File: src/include/fpe_pkg.sv
`default_nettype none
package fpe_pkg;
    // bus clock and time conversion
    localparam int unsigned BUS_CLK_KHZ = 50000;
    localparam int unsigned SEL_TO_HV_DELAY_US = 10;
    localparam int unsigned HV_TO_FIRST_WRITE_DELAY_US = 5;

    function automatic int unsigned fpe_us_to_cyc(input int unsigned us, input int unsigned khz);
        int unsigned cyc;
        cyc = (us * khz + 999) / 1000;
        return (cyc < 1) ? 1 : cyc;
    endfunction : fpe_us_to_cyc

    localparam int unsigned TMR_W = 18;
    localparam int unsigned SEL_TO_HV_CYC = fpe_us_to_cyc(SEL_TO_HV_DELAY_US, BUS_CLK_KHZ);
    localparam int unsigned HV_TO_FIRST_WRITE_CYC =
        fpe_us_to_cyc(HV_TO_FIRST_WRITE_DELAY_US, BUS_CLK_KHZ);

    // apb register map, byte addresses
    localparam int unsigned APB_ADDR_W = 12;
    localparam logic [11:0] FLASH_OP_CONTROL_OFS = 12'h000;
    localparam logic [11:0] PROTECT_START_SETTING_OFS = 12'h004;
    localparam logic [11:0] ARRAY_WRITE_OFS = 12'h008;
    localparam logic [11:0] OP_STATUS_OFS = 12'h00c;
    localparam logic [11:0] ELAPSED_OFS = 12'h010;

    // flash_op_control fields
    localparam int unsigned CTRL_PROGRAM_SELECT_BIT = 0;
    localparam int unsigned CTRL_ERASE_SELECT_BIT = 1;
    localparam int unsigned CTRL_MASS_SELECT_BIT = 2;
    localparam int unsigned CTRL_HIGH_VOLTAGE_ON_BIT = 3;

    // array write fields
    localparam int unsigned AW_DATA_LSB = 0;
    localparam int unsigned AW_ADDR_LSB = 8;

    // op status fields
    localparam int unsigned ST_TARGET_LSB = 0;
    localparam int unsigned ST_STATE_LSB = 16;
    localparam int unsigned ST_TARGET_PROT_BIT = 19;
    localparam int unsigned ST_MASS_INHIBIT_BIT = 20;
    localparam int unsigned ST_STANDBY_BIT = 21;

    // protection and array geometry
    localparam logic [7:0] PROTECT_RESET = 8'hff;
    localparam logic [7:0] PROTECT_OPEN = 8'hff;
    localparam logic [7:0] PROTECT_ALL_MAX = 8'hb8;
    localparam logic [1:0] PROTECT_ADDR_HI = 2'h3;
    localparam logic [15:0] VECTOR_PAGE_BASE = 16'hffd0;
    localparam logic [15:0] BOUNDARY_ADDR_DEF = 16'hffbe;
    localparam int unsigned PAGE_LSB = 6;
    localparam int unsigned ROW_LSB = 5;

    typedef enum logic [2:0] {
        ST_IDLE = 3'b000,
        ST_SELECTED = 3'b001,
        ST_PROT_READ = 3'b010,
        ST_ARMED = 3'b011,
        ST_HV_ON = 3'b100
    } fpe_state_t;
endpackage : fpe_pkg
`default_nettype wire

File: src/rtl/fpe_flash_ctrl.sv
`timescale 1ns/1ps
`default_nettype none
module fpe_flash_ctrl #(
    parameter int unsigned CLK_KHZ = fpe_pkg::BUS_CLK_KHZ,
    parameter logic [15:0] BOUNDARY_ADDR = fpe_pkg::BOUNDARY_ADDR_DEF
) (
    // clock and reset
    input wire logic pclk,
    input wire logic presetn,
    // apb slave
    input wire logic psel,
    input wire logic penable,
    input wire logic pwrite,
    input wire logic [fpe_pkg::APB_ADDR_W-1:0] paddr,
    input wire logic [31:0] pwdata,
    output logic [31:0] prdata,
    output logic pready,
    output logic pslverr,
    // pins
    input wire logic lowpower_req,
    input wire logic test_high_voltage,
    // array control
    output logic pump_on,
    output logic hv_to_array,
    output logic erase_page_en,
    output logic erase_mass_en,
    output logic trim_erase,
    output logic program_en,
    output logic prog_strobe,
    output logic [15:0] array_addr,
    output logic [7:0] array_data,
    output logic standby
);
    import fpe_pkg::*;

    localparam logic [TMR_W-1:0] NVS_CYC = TMR_W'(fpe_us_to_cyc(SEL_TO_HV_DELAY_US, CLK_KHZ));
    localparam logic [TMR_W-1:0] PGS_CYC =
        TMR_W'(fpe_us_to_cyc(HV_TO_FIRST_WRITE_DELAY_US, CLK_KHZ));

    logic [1:0] lp_sync_ff;
    logic [1:0] tv_sync_ff;
    logic lp;
    logic tv;
    logic program_ff;
    logic erase_ff;
    logic mass_ff;
    logic hv_ff;
    logic [7:0] protect_ff;
    logic [15:0] target_ff;
    logic vec_page_ff;
    fpe_state_t state_ff;
    fpe_state_t nxt_state;
    logic [31:0] prdata_ff;
    logic prog_strobe_ff;
    logic [15:0] array_addr_ff;
    logic [7:0] array_data_ff;
    logic [TMR_W-1:0] elapsed;
    logic acc;
    logic mapped;
    logic wr_ctrl;
    logic wr_prot;
    logic wr_array;
    logic rd_prot;
    logic [15:0] wr_addr;
    logic w_pgm;
    logic w_erase;
    logic w_mass;
    logic w_hv;
    logic sel_ok;
    logic nxt_pgm;
    logic nxt_erase;
    logic hv_ok;
    logic target_prot;
    logic wr_prot_hit;
    logic mass_inhibit;
    logic prog_go;
    logic [31:0] rd_mux;

    // pin synchronisers
    always_ff @(posedge pclk or negedge presetn) begin
        if (!presetn) begin
            lp_sync_ff <= 2'h0;
            tv_sync_ff <= 2'h0;
        end else begin
            lp_sync_ff <= {lp_sync_ff[0], lowpower_req};
            tv_sync_ff <= {tv_sync_ff[0], test_high_voltage};
        end
    end
    assign lp = lp_sync_ff[1];
    assign tv = tv_sync_ff[1];

    // apb decode
    assign acc = psel && penable;
    assign mapped = (paddr == FLASH_OP_CONTROL_OFS) || (paddr == PROTECT_START_SETTING_OFS) ||
        (paddr == ARRAY_WRITE_OFS) || (paddr == OP_STATUS_OFS) || (paddr == ELAPSED_OFS);
    assign wr_ctrl = acc && pwrite && (paddr == FLASH_OP_CONTROL_OFS);
    assign wr_prot = acc && pwrite && (paddr == PROTECT_START_SETTING_OFS);
    assign wr_array = acc && pwrite && (paddr == ARRAY_WRITE_OFS);
    assign rd_prot = acc && !pwrite && (paddr == PROTECT_START_SETTING_OFS);
    assign wr_addr = pwdata[AW_ADDR_LSB +: 16];
    assign pready = 1'b1;
    assign pslverr = acc && !mapped;

    assign w_pgm = pwdata[CTRL_PROGRAM_SELECT_BIT];
    assign w_erase = pwdata[CTRL_ERASE_SELECT_BIT];
    assign w_mass = pwdata[CTRL_MASS_SELECT_BIT];
    assign w_hv = pwdata[CTRL_HIGH_VOLTAGE_ON_BIT];
    assign sel_ok = !(w_pgm && w_erase);
    assign nxt_pgm = sel_ok ? w_pgm : program_ff;
    assign nxt_erase = sel_ok ? w_erase : erase_ff;

    // protection of latched target and of the written address
    fpe_protect_decode #(
        .BOUNDARY_ADDR(BOUNDARY_ADDR)
    ) u_target_prot (
        .protect_start_bits(protect_ff),
        .addr(target_ff),
        .test_hv(tv),
        .addr_protected(target_prot),
        .mass_inhibit(mass_inhibit)
    );
    fpe_protect_decode #(
        .BOUNDARY_ADDR(BOUNDARY_ADDR)
    ) u_write_prot (
        .protect_start_bits(protect_ff),
        .addr(wr_addr),
        .test_hv(tv),
        .addr_protected(wr_prot_hit),
        .mass_inhibit()
    );

    // high voltage acceptance
    assign hv_ok = (state_ff == ST_ARMED) && (elapsed >= NVS_CYC) &&
        (nxt_pgm || nxt_erase) && (nxt_pgm == program_ff) && (nxt_erase == erase_ff) &&
        !target_prot && !(nxt_erase && w_mass && mass_inhibit);

    // flash_op_control bits
    always_ff @(posedge pclk or negedge presetn) begin
        if (!presetn) begin
            program_ff <= 1'b0;
            erase_ff <= 1'b0;
            mass_ff <= 1'b0;
            hv_ff <= 1'b0;
        end else if (lp) begin
            program_ff <= 1'b0;
            erase_ff <= 1'b0;
            mass_ff <= 1'b0;
            hv_ff <= 1'b0;
        end else if (wr_ctrl) begin
            program_ff <= nxt_pgm;
            erase_ff <= nxt_erase;
            mass_ff <= w_mass;
            hv_ff <= w_hv && (hv_ff || hv_ok);
        end
    end

    // sequence tracking
    always_comb begin
        nxt_state = state_ff;
        if (lp) begin
            nxt_state = ST_IDLE;
        end else if (wr_ctrl) begin
            if (!hv_ff && w_hv && hv_ok) begin
                nxt_state = ST_HV_ON;
            end else if (hv_ff && w_hv) begin
                nxt_state = state_ff;
            end else if (!nxt_pgm && !nxt_erase) begin
                nxt_state = ST_IDLE;
            end else if ((nxt_pgm != program_ff) || (nxt_erase != erase_ff) || hv_ff) begin
                nxt_state = ST_SELECTED;
            end
        end else begin
            unique case (state_ff)
                ST_SELECTED: begin
                    if (rd_prot) begin
                        nxt_state = ST_PROT_READ;
                    end
                end
                ST_PROT_READ: begin
                    if (wr_array) begin
                        nxt_state = ST_ARMED;
                    end
                end
                ST_IDLE, ST_ARMED, ST_HV_ON: begin
                    nxt_state = state_ff;
                end
                default: begin
                    nxt_state = ST_IDLE;
                end
            endcase
        end
    end

    always_ff @(posedge pclk or negedge presetn) begin
        if (!presetn) begin
            state_ff <= ST_IDLE;
        end else begin
            state_ff <= nxt_state;
        end
    end

    // interval timer restarts on each step and each byte
    fpe_interval_timer #(
        .W(TMR_W)
    ) u_timer (
        .pclk(pclk),
        .presetn(presetn),
        .restart((nxt_state != state_ff) || prog_go),
        .count(elapsed)
    );

    // program byte accepted
    assign prog_go = wr_array && !lp && (state_ff == ST_HV_ON) && hv_ff && program_ff &&
        (elapsed >= PGS_CYC) &&
        (wr_addr[15:ROW_LSB] == target_ff[15:ROW_LSB]) && !wr_prot_hit;

    // dummy write latches target, vector page flag and page or row base, never programs
    always_ff @(posedge pclk or negedge presetn) begin
        if (!presetn) begin
            target_ff <= 16'h0000;
            vec_page_ff <= 1'b0;
        end else if (wr_array && (state_ff == ST_PROT_READ) && !lp) begin
            target_ff <= wr_addr;
            vec_page_ff <= (wr_addr >= VECTOR_PAGE_BASE);
        end
    end

    // array address and data
    always_ff @(posedge pclk or negedge presetn) begin
        if (!presetn) begin
            array_addr_ff <= 16'h0000;
            array_data_ff <= 8'hff;
            prog_strobe_ff <= 1'b0;
        end else begin
            prog_strobe_ff <= prog_go;
            if (prog_go) begin
                array_addr_ff <= wr_addr;
                array_data_ff <= pwdata[AW_DATA_LSB +: 8];
            end else if (wr_array && (state_ff == ST_PROT_READ) && !lp) begin
                if (erase_ff) begin
                    array_addr_ff <= (wr_addr >= VECTOR_PAGE_BASE) ? VECTOR_PAGE_BASE :
                        {wr_addr[15:PAGE_LSB], 6'h00};
                end else begin
                    array_addr_ff <= {wr_addr[15:ROW_LSB], 5'h00};
                end
            end
        end
    end

    // boundary setting: erased value open, programming clears bits
    always_ff @(posedge pclk or negedge presetn) begin
        if (!presetn) begin
            protect_ff <= PROTECT_RESET;
        end else if (wr_prot && tv) begin
            protect_ff <= pwdata[7:0];
        end else if (prog_go && (wr_addr == BOUNDARY_ADDR)) begin
            protect_ff <= protect_ff & pwdata[AW_DATA_LSB +: 8];
        end
    end

    // array control levels
    assign pump_on = hv_ff;
    assign hv_to_array = hv_ff;
    assign erase_page_en = hv_ff && erase_ff && !mass_ff;
    assign erase_mass_en = hv_ff && erase_ff && mass_ff && !mass_inhibit;
    assign trim_erase = hv_ff && erase_ff && ((mass_ff && !mass_inhibit) || vec_page_ff);
    assign program_en = hv_ff && program_ff;
    assign standby = !(program_ff || erase_ff || hv_ff);
    assign prog_strobe = prog_strobe_ff;
    assign array_addr = array_addr_ff;
    assign array_data = array_data_ff;

    // read data, captured in the setup cycle
    always_comb begin
        rd_mux = 32'h0000_0000;
        if (paddr == FLASH_OP_CONTROL_OFS) begin
            rd_mux[CTRL_PROGRAM_SELECT_BIT] = program_ff;
            rd_mux[CTRL_ERASE_SELECT_BIT] = erase_ff;
            rd_mux[CTRL_MASS_SELECT_BIT] = mass_ff;
            rd_mux[CTRL_HIGH_VOLTAGE_ON_BIT] = hv_ff;
        end else if (paddr == PROTECT_START_SETTING_OFS) begin
            rd_mux[7:0] = protect_ff;
        end else if (paddr == OP_STATUS_OFS) begin
            rd_mux[ST_TARGET_LSB +: 16] = target_ff;
            rd_mux[ST_STATE_LSB +: 3] = state_ff;
            rd_mux[ST_TARGET_PROT_BIT] = target_prot;
            rd_mux[ST_MASS_INHIBIT_BIT] = mass_inhibit;
            rd_mux[ST_STANDBY_BIT] = standby;
        end else if (paddr == ELAPSED_OFS) begin
            rd_mux[TMR_W-1:0] = elapsed;
        end
    end

    always_ff @(posedge pclk or negedge presetn) begin
        if (!presetn) begin
            prdata_ff <= 32'h0000_0000;
        end else if (psel && !penable && !pwrite) begin
            prdata_ff <= rd_mux;
        end
    end
    assign prdata = prdata_ff;
endmodule : fpe_flash_ctrl
`default_nettype wire

File: src/rtl/fpe_interval_timer.sv
`timescale 1ns/1ps
`default_nettype none
module fpe_interval_timer #(
    parameter int unsigned W = fpe_pkg::TMR_W
) (
    // clock and reset
    input wire logic pclk,
    input wire logic presetn,
    // control
    input wire logic restart,
    // elapsed cycles
    output logic [W-1:0] count
);
    import fpe_pkg::*;

    logic [W-1:0] count_ff;

    // saturating cycle count since restart
    always_ff @(posedge pclk or negedge presetn) begin
        if (!presetn) begin
            count_ff <= '0;
        end else if (restart) begin
            count_ff <= '0;
        end else if (count_ff != {W{1'b1}}) begin
            count_ff <= count_ff + 1'b1;
        end
    end

    assign count = count_ff;
endmodule : fpe_interval_timer
`default_nettype wire

File: src/rtl/fpe_protect_decode.sv
`timescale 1ns/1ps
`default_nettype none
module fpe_protect_decode #(
    parameter logic [15:0] BOUNDARY_ADDR = fpe_pkg::BOUNDARY_ADDR_DEF
) (
    // setting and address
    input wire logic [7:0] protect_start_bits,
    input wire logic [15:0] addr,
    input wire logic test_hv,
    // verdicts
    output logic addr_protected,
    output logic mass_inhibit
);
    import fpe_pkg::*;

    logic [15:0] start_addr;
    logic any_protect;

    assign start_addr = {PROTECT_ADDR_HI, protect_start_bits, 6'h00};
    assign any_protect = (protect_start_bits != PROTECT_OPEN);
    assign mass_inhibit = any_protect;
    // boundary byte and range locked unless setting open or test voltage
    assign addr_protected = any_protect && !test_hv &&
        ((protect_start_bits <= PROTECT_ALL_MAX) || (addr >= start_addr) ||
        (addr == BOUNDARY_ADDR));
endmodule : fpe_protect_decode
`default_nettype wire

File: config.mk
export PLATFORM = sky130hd
export DESIGN_NAME = fpe_flash_ctrl
export DESIGN_NICKNAME = d
export VERILOG_FILES = /design/src/include/fpe_pkg.sv /design/src/rtl/fpe_flash_ctrl.sv /design/src/rtl/fpe_interval_timer.sv /design/src/rtl/fpe_protect_decode.sv
export SDC_FILE = /design/constraint.sdc
export NUM_CORES = 1
export LEC_CHECK = 0
export BUFFER_PORTS_ARGS = -buffer_cell sky130_fd_sc_hd__clkbuf_2
export CAP_MARGIN = 20
export CORE_UTILIZATION = 45
export DETAILED_ROUTE_END_ITERATION = 16
export GPL_TIMING_DRIVEN = 0
export PLACE_DENSITY_LB_ADDON = 0.25
export SLEW_MARGIN = 20
export SYNTH_ARGS = -nofsm -noshare
export SYNTH_HDL_FRONTEND = slang
export SYNTH_SLANG_ARGS = --single-unit
File: constraint.sdc
create_clock -name pclk -period 3.8 [get_ports pclk]
set_input_delay 0.76 -clock pclk [delete_from_list [all_inputs] [get_ports pclk]]
set_output_delay 0.76 -clock pclk [all_outputs]
set_load 0.05 [all_outputs]
# Word level (Yosys, flattened, before mapping)
# Cells that the tools add are included.
dict set report op_classes {
  bitwise_logic 1
  n_addsub 1
  n_eq_ne 18
  n_reduce_logical 82
  magnitude_cmp 6
  n_mux 34
}
# cell count
set op_table {}
lappend op_table {{18-bit 2-to-1 mux} 5}
lappend op_table {{16-bit 2-to-1 mux} 4}
lappend op_table {{1-bit logical AND} 45}
lappend op_table {{16-bit == test (second input constant)} 2}
lappend op_table {{16-bit >= comparator} 2}
lappend op_table {{12-bit by 4-bit == test with 1-bit output (second input constant)} 2}
lappend op_table {{3-bit 2-to-1 mux} 8}
lappend op_table {{8-bit 2-to-1 mux} 3}
lappend op_table {{18-bit by 1-bit adder with 18-bit output (second input constant)} 1}
lappend op_table {{18-bit by 8-bit >= comparator with 1-bit output (second input constant)} 1}
lappend op_table {{18-bit by 9-bit >= comparator with 1-bit output (second input constant)} 1}
lappend op_table {{18-bit != test (second input constant)} 1}
lappend op_table {{16-bit >= comparator (second input constant)} 1}
lappend op_table {{1-bit logical OR} 16}
lappend op_table {{1-bit zero test} 14}
lappend op_table {{14-bit 2-to-1 mux} 1}
lappend op_table {{12-bit by 3-bit == test with 1-bit output (second input constant)} 1}
lappend op_table {{12-bit by 5-bit == test with 1-bit output (second input constant)} 1}
lappend op_table {{12-bit zero test} 1}
lappend op_table {{11-bit == test} 1}
lappend op_table {{1-bit 2-to-1 mux} 10}
lappend op_table {{3-bit one-hot mux with 3 select lines} 1}
lappend op_table {{8-bit AND} 1}
lappend op_table {{8-bit less-or-equal comparator (second input constant)} 1}
lappend op_table {{11 further kinds} 18}
dict set report word_totals {
  wordCells 157
  out_inout_bits 66
  register_bits 101
}

# Longest topological paths before layout
# Gate-level depths: netlist (run 1).
dict set report logic_depth {
  depth_word 15
  mapped_depth 11
  mapped_depth_nobuf 9
}

# By module
# Synthesis (run 1) repeated with hierarchy kept, for this count alone.
dict set report unflattened {
  cells_unflattened 581
  area_unflattened_um2 5826.8
}
# module seq_area_each_um2 instances cells_each area_each_um2
set modules_own_cells {}
lappend modules_own_cells {fpe_flash_ctrl 2097.0 1 397 4245.3}
lappend modules_own_cells {fpe_interval_timer 450.4 1 96 953.4}
lappend modules_own_cells {fpe_protect_decode 0.0 2 44 314.1}

# Worst setup path after synthesis (run 1)
# OpenSTA, ideal clock, no wires.
dict set report synth_path {
  path_kind {input to output}
  from {in paddr[7] in the netlist's numbering}
  to {out pslverr}
  path_slack_ns 0.625
  arrival_ns 2.415
  stages 5
  required_ns 3.040
  path_cell_list {nor4_4 > nand3_1 > nor4b_2 > buf_2 > nor3_1}
}
dict set report synth_between {
  elab_chain_cells 7
  word_cells_on_any_way 11
  cone_classes {4 x eq/ne; 7 x reduce/logical}
}
# item line_no
set synth_rtl {}
lappend synth_rtl {{start, declared} fpe_flash_ctrl.sv:14} ;# input wire logic [fpe_pkg::APB_ADDR_W-1:0] paddr,
lappend synth_rtl {{12-bit by 3-bit == test with 1-bit output / 12-bit zero test (equally long branches)} fpe_flash_ctrl.sv:94} ;# assign mapped = (paddr == FLASH_OP_CONTROL_OFS) || (paddr == PROTECT_START_SETTING_OFS) ||
lappend synth_rtl {{1-bit logical OR (2 in a row)} fpe_flash_ctrl.sv:94}
lappend synth_rtl {{1-bit logical OR} fpe_flash_ctrl.sv:95} ;# (paddr == ARRAY_WRITE_OFS) || (paddr == OP_STATUS_OFS) || (paddr == ELAPSED_OFS);
lappend synth_rtl {{1-bit logical OR (*)} fpe_flash_ctrl.sv:95}
lappend synth_rtl {{1-bit zero test (*)} fpe_flash_ctrl.sv:102} ;# assign pslverr = acc && !mapped;
lappend synth_rtl {{1-bit logical AND (*)} fpe_flash_ctrl.sv:102}
lappend synth_rtl {{end, declared} fpe_flash_ctrl.sv:18} ;# output logic pslverr,
# Every way passes the cells marked *; elsewhere a longest branch is shown, timed or not.

# Worst setup path in the final report (run 1)
# Same ends and word-level chain as after synthesis.

==> metrics.md, run 1 <==
| Metric | Value |
|---|---|
| Result of the run | `finished clean` |
| Peak VDD IR | `0.3399 mV` |
| Max Root-Sink Buffers | `2` |
| Setup bufs post-CTS | `0` |
| Critical path capture point type | `primary output` |
| Full die area | `0.01302 mm²` |
| CTS tree | `yes` |
| Share of the synthesized area in the top cell type | `0.3761` |
| Final setup violation count | `0` |
| Initial antenna violation count | `0` |
| Synth Area per Inst | `9.166 µm²` |
| Critical Path Fanout Max | `10` |
| Critical Path Sink | `pslverr` |
| Synth cell types | `60` |
| Place WS | `35.12 ps` |
| Setup WS post-layout | `235.5 ps` |
| Worst-margin pin slew | `842.5 ps` |
| CP arrival | `2800 ps` |
| Commonest non-fill, non-tap cell in the layout | `nand2_1` |
| GRT Total Usage | `0.2586` |
| PD cells | `414.3 mW/mm²` |
| RR Startpoint | `protect_ff[1]` |
| First-pass GRT wire length | `25540 µm` |
| Fin crit share | `0.9380` |
| PostCTS Resize Cnt | `0` |
| Row cnt | `40` |
| Detailed-placement wirelength estimate | `12070 µm` |
| Seq. cell area | `0.002547 mm²` |
| P&R area growth vs syn | `19.51%` |
| Drt initial violations | `312` |
| Share of cells above drive strength 1 | `0.2358` |
| Die span in y | `114.1 µm` |
| Max Cap Viol | `0` |
| Root buffer cell | `clkbuf_16` |
| Overall power | `2.800 mW` |
| Hold_buf cts | `0` |
| DR pass1 iterations | `7` |
| Clock latency on the worst-skew pair | `360 ps` |
| Skew final | `6.804 ps` |
| Most frequent cells in the layout | `101 x nand2_1, 94 x clkbuf_2, 85 x dfrtp_1, 60 x nor2_1, 35 x o21ai_0` |
| Final ANT Viol Nets | `0` |
| Routability cong. | `0.9411` |
| Asr flop ratio synth | `1.000` |
| DR vias/cell | `5.509` |
| Maximum achievable frequency | `0.2805 GHz` |
| Routed via count | `4991` |
| Nets | `802` |
| Setup TNS | `0 ps` |
| # port buffers | `95` |
| Synth Register Bits | `101` |
| H-tree Lvls | `3` |
| TritonCTS Sinks | `101` |
| Tightest hold margin | `336.9 ps` |
| # IOs | `117` |
| CP startpoint kind | `input port` |
| RSZ-0062 raised after global routing | `no` |
| Crit Path Class | `input port to primary output` |
| Leak Pwr | `3.190 nW` |
| Pins Over Slew Limit | `0` |
| Synth Instances | `617` |
| EDFF count, synth | `0` |
| Finished Core Util | `0.5581` |
| Multi-input gate area | `0.002821 mm²` |
| Yosys warning count | `0` |
| Hold Vio Cnt, Final | `0` |
| WP data required | `3040 ps` |
| Most common flop cell mapped by yosys | `dfrtp_1` |
| Clock transition at the registers of the reported paths | `60 ps` |
| Fillers | `1161` |
| Overflow after GRT | `0` |
| Inserted Clock Buffers | `9` |
| Pin count of the biggest net entering global routing | `56` |
| # DRC | `0` |
| Worst Setup SP | `paddr[7]` |
| Core region area | `0.01211 mm²` |
| Yosys top cell by area | `dfrtp_1` |
| Netlist Area Pre-Place | `0.005655 mm²` |
| Sequential area share after synthesis | `0.4504` |
| Largest cells by area after synthesis | `dfrtp_1 38%, dfstp_2 7.4%, nand2_1 6.7%` |
| Ant diodes | `0` |
| Initial Utilization | `0.4669` |
| R2R cell count | `10` |
| Final WL | `15750 µm` |
| Die X-Extent | `114.1 µm` |
| Worst relative slew slack | `0.4340` |
| RR Endpoint | `u_timer.count[11]` |
| Routed len/inst | `17.38 µm` |
| R2r setup slk | `390 ps` |
| Post-layout min period | `3564 ps` |
| Worst min path class | `input port to asynchronous set/reset pin` |
| Vias in the first global route | `4878` |
## stage by stage
| step | instance area (µm²) | instances |
|---|---|---|
| global route | 6759 | 906 |
| detailed placement | 6411 | 890 |
| floorplan | 5689 | 626 |
| finish | 6759 | 906 |
| global placement | 6375 | 889 |
| CTS | 6750 | 906 |
## cell type report
cell class / count / share of cell area
well taps: 168 / 0.03110
plain buffers: 42 / 0.03536
multi-input cells: 459 / 0.4174
flip-flops and latches: 101 / 0.3769
repair buffers: 96 / 0.07571
clock inverters: 4 / 0.007405
clock buffers: 12 / 0.04276
inverters: 24 / 0.01333
## synth_stat cells (all sizes together), types with 2 or more instances
cell     number
or3           2
a21oi        18
nor2         60
buf          22
nor4bb        2
o41ai         3
xor2         11
inv          24
a211oi        7
dfrtp        85
a31o          2
nand2       101
nor3b         3
nor2b         6
and4b         2
or4           3
a21o          7
nand3        16
and4          7
or3b          2
a2111oi       2
nand4b        2
o21ai        35
nor3         22
conb          2
o31ai         4
dfstp        16
a222oi        4
nand2b        4
a22oi        11
and3          9
o211ai        4
nor4          7
nor4b         4
ha           18
clkbuf       20
mux2         17
xnor2        14
nand3b        3
a221oi        5
mux2i         6
nand4        15
o22ai         2
## kinds of logic (layout without fill, tap and decap cells)
logic type / after synthesis / count (layout) / share of synthesized area
xor+xnor: 25 / 25 / 0.03872
simple gates: 272 / 272 / 0.2372
fa+ha+maj: 18 / 18 / 0.03982
mux: 23 / 23 / 0.04447
other cells: 2 / 11 / 0.001328
buf+inv: 66 / 178 / 0.05818
flops: 101 / 101 / 0.4504
compound gates: 110 / 110 / 0.1299
## worst min path at each step
stage                       endpoint  slack (ps)  depth (start not counted)
finish                    prdata[15]         340                          1
global placement       tv_sync_ff[1]         330                          0
global route           tv_sync_ff[1]         360                          0
CTS                 u_timer.count[7]         350                          1
floorplan              lp_sync_ff[1]         330                          0
detailed placement     tv_sync_ff[1]         340                          0
## layer usage
| metal | GRT usage | part of all wire | up-vias |
|---|---|---|---|
| met5 | 0 | 0 | - |
| met4 | 0.1004 | 0.024 | 0 |
| met3 | 0.04976 | 0.060 | 28 |
| met2 | 0.4222 | 0.48 | 167 |
| met1 | 0.3403 | 0.43 | 2395 |
| li1 | - | - | 2401 |
## where the power goes
part,total (mW),switching (mW),internal [mW]
Sequential,1.29,0.123,1.17
Combinational,0.487,0.303,0.184
Clock,1.02,0.414,0.607
## registers in the layout, indices dropped and copies added, names as in the netlist, 2 cells and up
name,cells
prdata,22
lp_sync_ff,2
target_ff,16
state_ff,3
tv_sync_ff,2
protect_ff,8
array_data,8
u_timer.count,18
array_addr,16
## critical path, cell delays in order
cell and delay, ps:
clkbuf_2 100, nor4_4 380, nand3_1 300, nor4b_4 580
buf_2 350, nor3_1 90, clkbuf_2 240
(Power assumes the default switching activity.)
==> inputs of run 2 (changes only) <==
--- a/config.mk
+++ b/config.mk
@@ -7,7 +7,9 @@
 export LEC_CHECK = 0
 export BUFFER_PORTS_ARGS = -buffer_cell sky130_fd_sc_hd__clkbuf_2
 export CAP_MARGIN = 20
+export CORE_MARGIN = 5
 export CORE_UTILIZATION = 45
+export CTS_CLUSTER_DIAMETER = 100
 export DETAILED_ROUTE_END_ITERATION = 16
 export GPL_TIMING_DRIVEN = 0
 export PLACE_DENSITY_LB_ADDON = 0.25
==> run 2 against run 1 <==
Clock power is 12% lower. Sequential power barely moved. Wire length decreased by 1.5%. First-iteration DRC count is 17% higher. Final cell count increased by 0.33%. Die area is 15% higher. Worst setup slack got worse by 27 ps. Largest power group unchanged. Utilization shrank 2.0 points.
==> metrics.md, run 2 (synthesized netlist as in run 1, its figures left out) <==
| Metric | Value |
|---|---|
| PostCTS Resize Cnt | `1` |
| Clock latency on the worst-skew pair | `350 ps` |
| R2R cell count | `10` |
| # DRC | `0` |
| CP arrival | `2830 ps` |
| Number of cells after detailed placement | `894` |
| DR pass1 iterations | `7` |
| Final setup violation count | `0` |
| Vias in the first global route | `4953` |
| Overall power | `2.660 mW` |
| Peak VDD IR | `0.2853 mV` |
| Row cnt | `41` |
| Initial Utilization | `0.4537` |
| Worst relative slew slack | `0.3930` |
| Nets | `802` |
| Setup TNS | `0 ps` |
| Worst min path class | `input port to asynchronous set/reset pin` |
| Post-layout min period | `3591 ps` |
| Skew final | `8.713 ps` |
| RR Startpoint | `protect_ff[1]` |
| Most Used Layer, Global Route | `met2` |
| Routability cong. | `0.9271` |
| Die span in y | `122.1 µm` |
| RSZ-0062 raised after global routing | `no` |
| Pins Over Slew Limit | `0` |
| Crit Path Class | `input port to primary output` |
| P&R area growth vs syn | `18.58%` |
| Routed len/inst | `17.06 µm` |
| Result of the run | `finished clean` |
| TritonCTS Sinks | `101` |
| Clock transition at the registers of the reported paths | `70 ps` |
| Hold_buf cts | `0` |
| CP max stage cell | `nor4b_4` |
| CP startpoint kind | `input port` |
| PD cells | `396.7 mW/mm²` |
| M1 GR Usage | `0.2890` |
| Inserted Clock Buffers | `9` |
| R2r setup slk | `350 ps` |
| Met2 GRT Util | `0.3505` |
| Flip-flop count of the largest register after layout | `22` |
| Fillers | `1201` |
| Maximum achievable frequency | `0.2785 GHz` |
| Share of cells above drive strength 1 | `0.2334` |
| Critical path capture point type | `primary output` |
| Root buffer cell | `clkbuf_16` |
| WP data required | `3040 ps` |
| Initial antenna violation count | `0` |
| Worst-margin pin slew | `903.6 ps` |
| Final WL | `15500 µm` |
| Non-filler instance count after layout | `909` |
| Commonest non-fill, non-tap cell in the layout | `nand2_1` |
| Overflow after GRT | `0` |
| Full die area | `0.01491 mm²` |
| Finished Core Util | `0.5380` |
| Hold Vio Cnt, Final | `0` |
| CP Buf/Inv Count | `3` |
| RR Endpoint | `u_timer.count[13]` |
| Detailed-placement wirelength estimate | `12020 µm` |
| Critical Path Fanout Max | `10` |
| CTS tree | `yes` |
| Max Cap Viol | `0` |
| Leak Pwr | `3.167 nW` |
| Core region area | `0.01247 mm²` |
| Final ANT Viol Nets | `0` |
| Ant diodes | `0` |
| Setup bufs post-CTS | `0` |
| Drt initial violations | `364` |
| Most used cell, CP | `clkbuf_2` |
| H-tree Lvls | `3` |
| Most frequent cells in the layout | `101 x nand2_1, 94 x clkbuf_2, 85 x dfrtp_1, 60 x nor2_1, 35 x o21ai_0` |
| Pin count of the biggest net entering global routing | `75` |
| GRT Total Usage | `0.2166` |
| Routed via count | `4984` |
| Top delay family on crit path | `simple AND/OR/NAND/NOR gates` |
| # port buffers | `95` |
| Fin crit share | `0.9450` |
| Met3 usage | `0.03714` |
| Die X-Extent | `122.1 µm` |
| # IOs | `117` |
| Crit-path max cell delay | `600 ps` |
| Max Root-Sink Buffers | `2` |
| First-pass GRT wire length | `25190 µm` |
| DR vias/cell | `5.483` |
| Critical path, cell by cell | `clkbuf_2, nor4_4, nand3_1, nor4b_4, buf_2, nor3_1, clkbuf_2` |
## run 2: cell types whose count changed in the layout (fill, tap and decap cells not counted), sizes merged
cell	delta
clkinvlp	-1
clkinv	+2
clkbuf	-2
## run 2: layer usage
metal  routed length [µm]  vias to the layer above
met5                    0                        -
met1                 6858                     2407
met4                  389                        0
met3                  803                       26
li1                     -                     2391
met2                 7452                      160
## run 2: how the worst max path moves through the flow
| stage | startpoint | end | slack [ps] | cells after the start |
|---|---|---|---|---|
| after global placement | paddr[7] | pslverr | 40 | 7 |
| final | paddr[7] | pslverr | 210 | 7 |
| after floorplan | paddr[7] | pslverr | 620 | 5 |
| after CTS | paddr[7] | pslverr | 230 | 7 |
| after global routing | paddr[7] | pslverr | 6 | 7 |
| after detailed placement | paddr[7] | pslverr | 30 | 7 |
## run 2: report_power, final
group          internal, mW  switching (mW)
sequential             1.17           0.117
combinational         0.183           0.291
clock                 0.504           0.397
## run 2: metrics by stage
step / instance area, µm² / hold WS, ps / worst slack (ps)
after detailed placement: 6416 / 335.8 / 27.70
final: 6706 / 284.7 / 208.9
after global routing: 6706 / 295.5 / 6.097
after global placement: 6380 / 336.0 / 35.95
after floorplan: 5689 / 331.2 / 624.6
after CTS: 6706 / 285.6 / 225.2
## run 2: final cells by class
| type | instances | area (µm²) | area share |
|---|---|---|---|
| Clock buffer | 10 | 229.0 | 0.03414 |
| Tap cell | 172 | 215.2 | 0.03209 |
| Inverter | 24 | 90.09 | 0.01343 |
| Clock inverter | 5 | 52.55 | 0.007836 |
| Buffer | 42 | 239.0 | 0.03563 |
| Multi-Input combinational cell | 459 | 2821 | 0.4207 |
| Sequential cell | 101 | 2547 | 0.3799 |
| Timing Repair Buffer | 96 | 511.7 | 0.07631 |
==> inputs of run 3 (changes only) <==
--- a/config.mk
+++ b/config.mk
@@ -5,6 +5,7 @@
 export SDC_FILE = /design/constraint.sdc
 export NUM_CORES = 1
 export LEC_CHECK = 0
+export ABC_AREA = 1
 export BUFFER_PORTS_ARGS = -buffer_cell sky130_fd_sc_hd__clkbuf_2
 export CAP_MARGIN = 20
 export CORE_MARGIN = 5
==> run 3 against run 2 <==
Combinational power is 27% lower. Synthesized cell count is 25% higher. Critical endpoint unchanged. Non-clock buffer count is 14 lower. Critical path depth is 3 higher. Largest power group unchanged. First-iteration DRC count is 7.4% higher. Clock power is 11% higher. Via count is 9.2% higher. Total power is 5.1% lower.
==> metrics.md, run 3 <==
| Metric | Value |
|---|---|
| Result of the run | `finished clean` |
| Ant diodes | `0` |
| Initial antenna violation count | `0` |
| Post-synthesis simple-gate area fraction | `0.2921` |
| Max Root-Sink Buffers | `2` |
| Setup bufs post-CTS | `0` |
| Die X-Extent | `125.5 µm` |
| Crit Path Class | `input port to primary output` |
| DR pass1 iterations | `5` |
| CP arrival | `2150 ps` |
| Worst relative slew slack | `0.4937` |
| # DRC | `0` |
| Routed len/inst | `15.21 µm` |
| Logic gate share of total power | `0.137` |
| Die span in y | `125.5 µm` |
| Int Power | `1.828 mW` |
| Sw Share | `0.2762` |
| WP data required | `3040 ps` |
| Clock latency on the worst-skew pair | `360 ps` |
| CP startpoint kind | `input port` |
| Share of the synthesized area in the top cell type | `0.3542` |
| Critical path, cell by cell | `clkbuf_2, nor2_1, nand2_1, clkinv_2, nand3_4, inv_2, nand4_1, nand2_1, nor3_1, clkbuf_2` |
| Hold Vio Cnt, Final | `0` |
| Synth cell types | `43` |
| Clock power frac | `0.395` |
| CTS tree | `yes` |
| Setup TNS | `0 ps` |
| Skew final | `7.537 ps` |
| Critical path capture point type | `primary output` |
| Core region area | `0.01319 mm²` |
| Max Cap Viol | `0` |
| Crit-path max cell delay | `330 ps` |
| # port buffers | `97` |
| Largest cells by area after synthesis | `dfrtp_1 35%, nand2_1 11%, dfstp_2 7.0%` |
| Post-layout min period | `2914 ps` |
| P&R area growth vs syn | `18.17%` |
| Asr flop ratio synth | `1.000` |
| Commonest non-fill, non-tap cell in the layout | `nand2_1` |
| Overflow after GRT | `0` |
| Sequential fraction of design power | `0.467` |
| Root buffer cell | `clkbuf_16` |
| Cell Area, Placed | `0.006782 mm²` |
| Flip-flop count of the largest register after layout | `22` |
| Synth Register Bits | `101` |
| Synth Area in XOR/XNOR | `0.02479` |
| Maximum achievable frequency | `0.3431 GHz` |
| Finished Core Util | `0.5380` |
| Routed via count | `5442` |
| Nets | `956` |
| Pin count of the biggest net entering global routing | `57` |
| PostCTS Resize Cnt | `0` |
| Synth Area per Inst | `7.810 µm²` |
| Drt initial violations | `391` |
| Compound-Gate Fraction of Synth Area | `0.1169` |
| Adder-cell area share of the yosys netlist | `0.03750` |
| Critical Path Fanout Max | `9` |
| Finished Cell Area | `0.007097 mm²` |
| Inserted Clock Buffers | `9` |
| Overall power | `2.525 mW` |
| Proportion of synthesized area in mux cells | `0` |
| Vias in the first global route | `5300` |
| Detailed-placement wirelength estimate | `12850 µm` |
| Peak VDD IR | `0.2026 mV` |
| Worst min path class | `input port to asynchronous set/reset pin` |
| Multi-input gate area | `0.002872 mm²` |
| Pins Over Slew Limit | `0` |
| Synth Instances | `769` |
| Fin crit share | `0.7669` |
| GRT Total Usage | `0.2120` |
| Final setup violation count | `0` |
| Fillers | `1291` |
| Clock transition at the registers of the reported paths | `70 ps` |
| Initial Utilization | `0.4553` |
| First-pass GRT wire length | `26950 µm` |
| Final WL | `16240 µm` |
| Hold_buf cts | `0` |
| DR vias/cell | `5.096` |
| Top delay family on crit path | `simple AND/OR/NAND/NOR gates` |
| Tightest hold margin | `326.8 ps` |
| PD cells | `355.8 mW/mm²` |
| Sequential area share after synthesis | `0.4242` |
| CP max stage cell | `clkbuf_2` |
| Final ANT Viol Nets | `0` |
| Netlist Area Pre-Place | `0.006006 mm²` |
| RSZ-0062 raised after global routing | `no` |
| TritonCTS Sinks | `101` |
| Full die area | `0.01576 mm²` |
| Leak Pwr | `3.756 nW` |
| Row cnt | `42` |
| EDFF count, synth | `0` |
| Seq. cell area | `0.002547 mm²` |
| Yosys top cell by area | `dfrtp_1` |
| Most numerous cell in the Yosys netlist | `nand2_1` |
| Most frequent cells in the layout | `182 x nand2_1, 109 x inv_1, 96 x clkbuf_2, 85 x dfrtp_1, 57 x o21ai_0` |
| Net switching power | `0.6975 mW` |
| CP Buf/Inv Count | `4` |
| Most common flop cell mapped by yosys | `dfrtp_1` |
| H-tree Lvls | `3` |
| Worst-margin pin slew | `755.3 ps` |
| # IOs | `117` |
| Routability cong. | `0.8967` |
| Yosys warning count | `0` |
| Commonest cells in the netlist | `182 x nand2_1, 109 x inv_1, 85 x dfrtp_1` |
| Share of cells above drive strength 1 | `0.2231` |
| Main combinational cell family by area after synthesis | `simple AND/OR/NAND/NOR gates` |
-- run 3: layout make-up --
| class | count | share of cell area |
|---|---|---|
| Clock buffer | 10 | 0.03226 |
| Multi-Input combinational cell | 533 | 0.4046 |
| Inverter | 118 | 0.06294 |
| Timing Repair Buffer | 98 | 0.07352 |
| Buffer | 26 | 0.02451 |
| Tap cell | 176 | 0.03103 |
| Sequential cell | 101 | 0.3590 |
| Clock inverter | 6 | 0.01217 |
-- run 3: stage by stage --
stage | setup slack, ps | instances
floorplan | 623.4 | 778
global placement | 578.4 | 1051
detailed placement | 890.2 | 1052
CTS | 891.7 | 1068
global route | 724.0 | 1068
finish | 885.6 | 1068
-- run 3: kinds of logic after synthesis --
| kind of cell | after synthesis |
|---|---|
| AND/OR/NAND/NOR | 360 |
| adder cells (fa/ha/maj) | 18 |
| other | 2 |
| flip-flops | 101 |
| XOR/XNOR | 17 |
| buffers and inverters | 144 |
| AO/OA/AOI/OAI | 127 |
-- run 3: final timing paths --
kind / slack, ps / to / startpoint / cells after the start
setup / recovery: 890 / pslverr / paddr[10] / 10
hold / removal: 330 / target_ff[10] / presetn / 1
setup reg to reg: 1150 / u_timer.count[15] / protect_ff[7] / 13
hold reg to reg: 350 / tv_sync_ff[1] / tv_sync_ff[0] / 0
max in group asynchronous: 2870 / prdata[3] / presetn / 2
min in group pclk: 350 / tv_sync_ff[1] / tv_sync_ff[0] / 0
-- run 3: per-layer routing --
| metal | wire, µm | vias up | GRT usage |
|---|---|---|---|
| li1 | - | 2712 | - |
| met1 | 7260 | 2551 | 0.2851 |
| met2 | 7777 | 162 | 0.3505 |
| met3 | 867 | 17 | 0.03028 |
| met4 | 334 | 0 | 0.07462 |
| met5 | 0 | - | 0 |
-- run 3: power groups by stage --
stage	Combinational [mW]	Clock (mW)	Sequential, mW
after floorplan	0.241	0	1.18
after global placement	0.338	0	1.20
after detailed placement	0.345	0	1.20
after CTS	0.347	1.01	1.18
after global routing	0.388	1.05	1.19
final	0.346	0.999	1.18
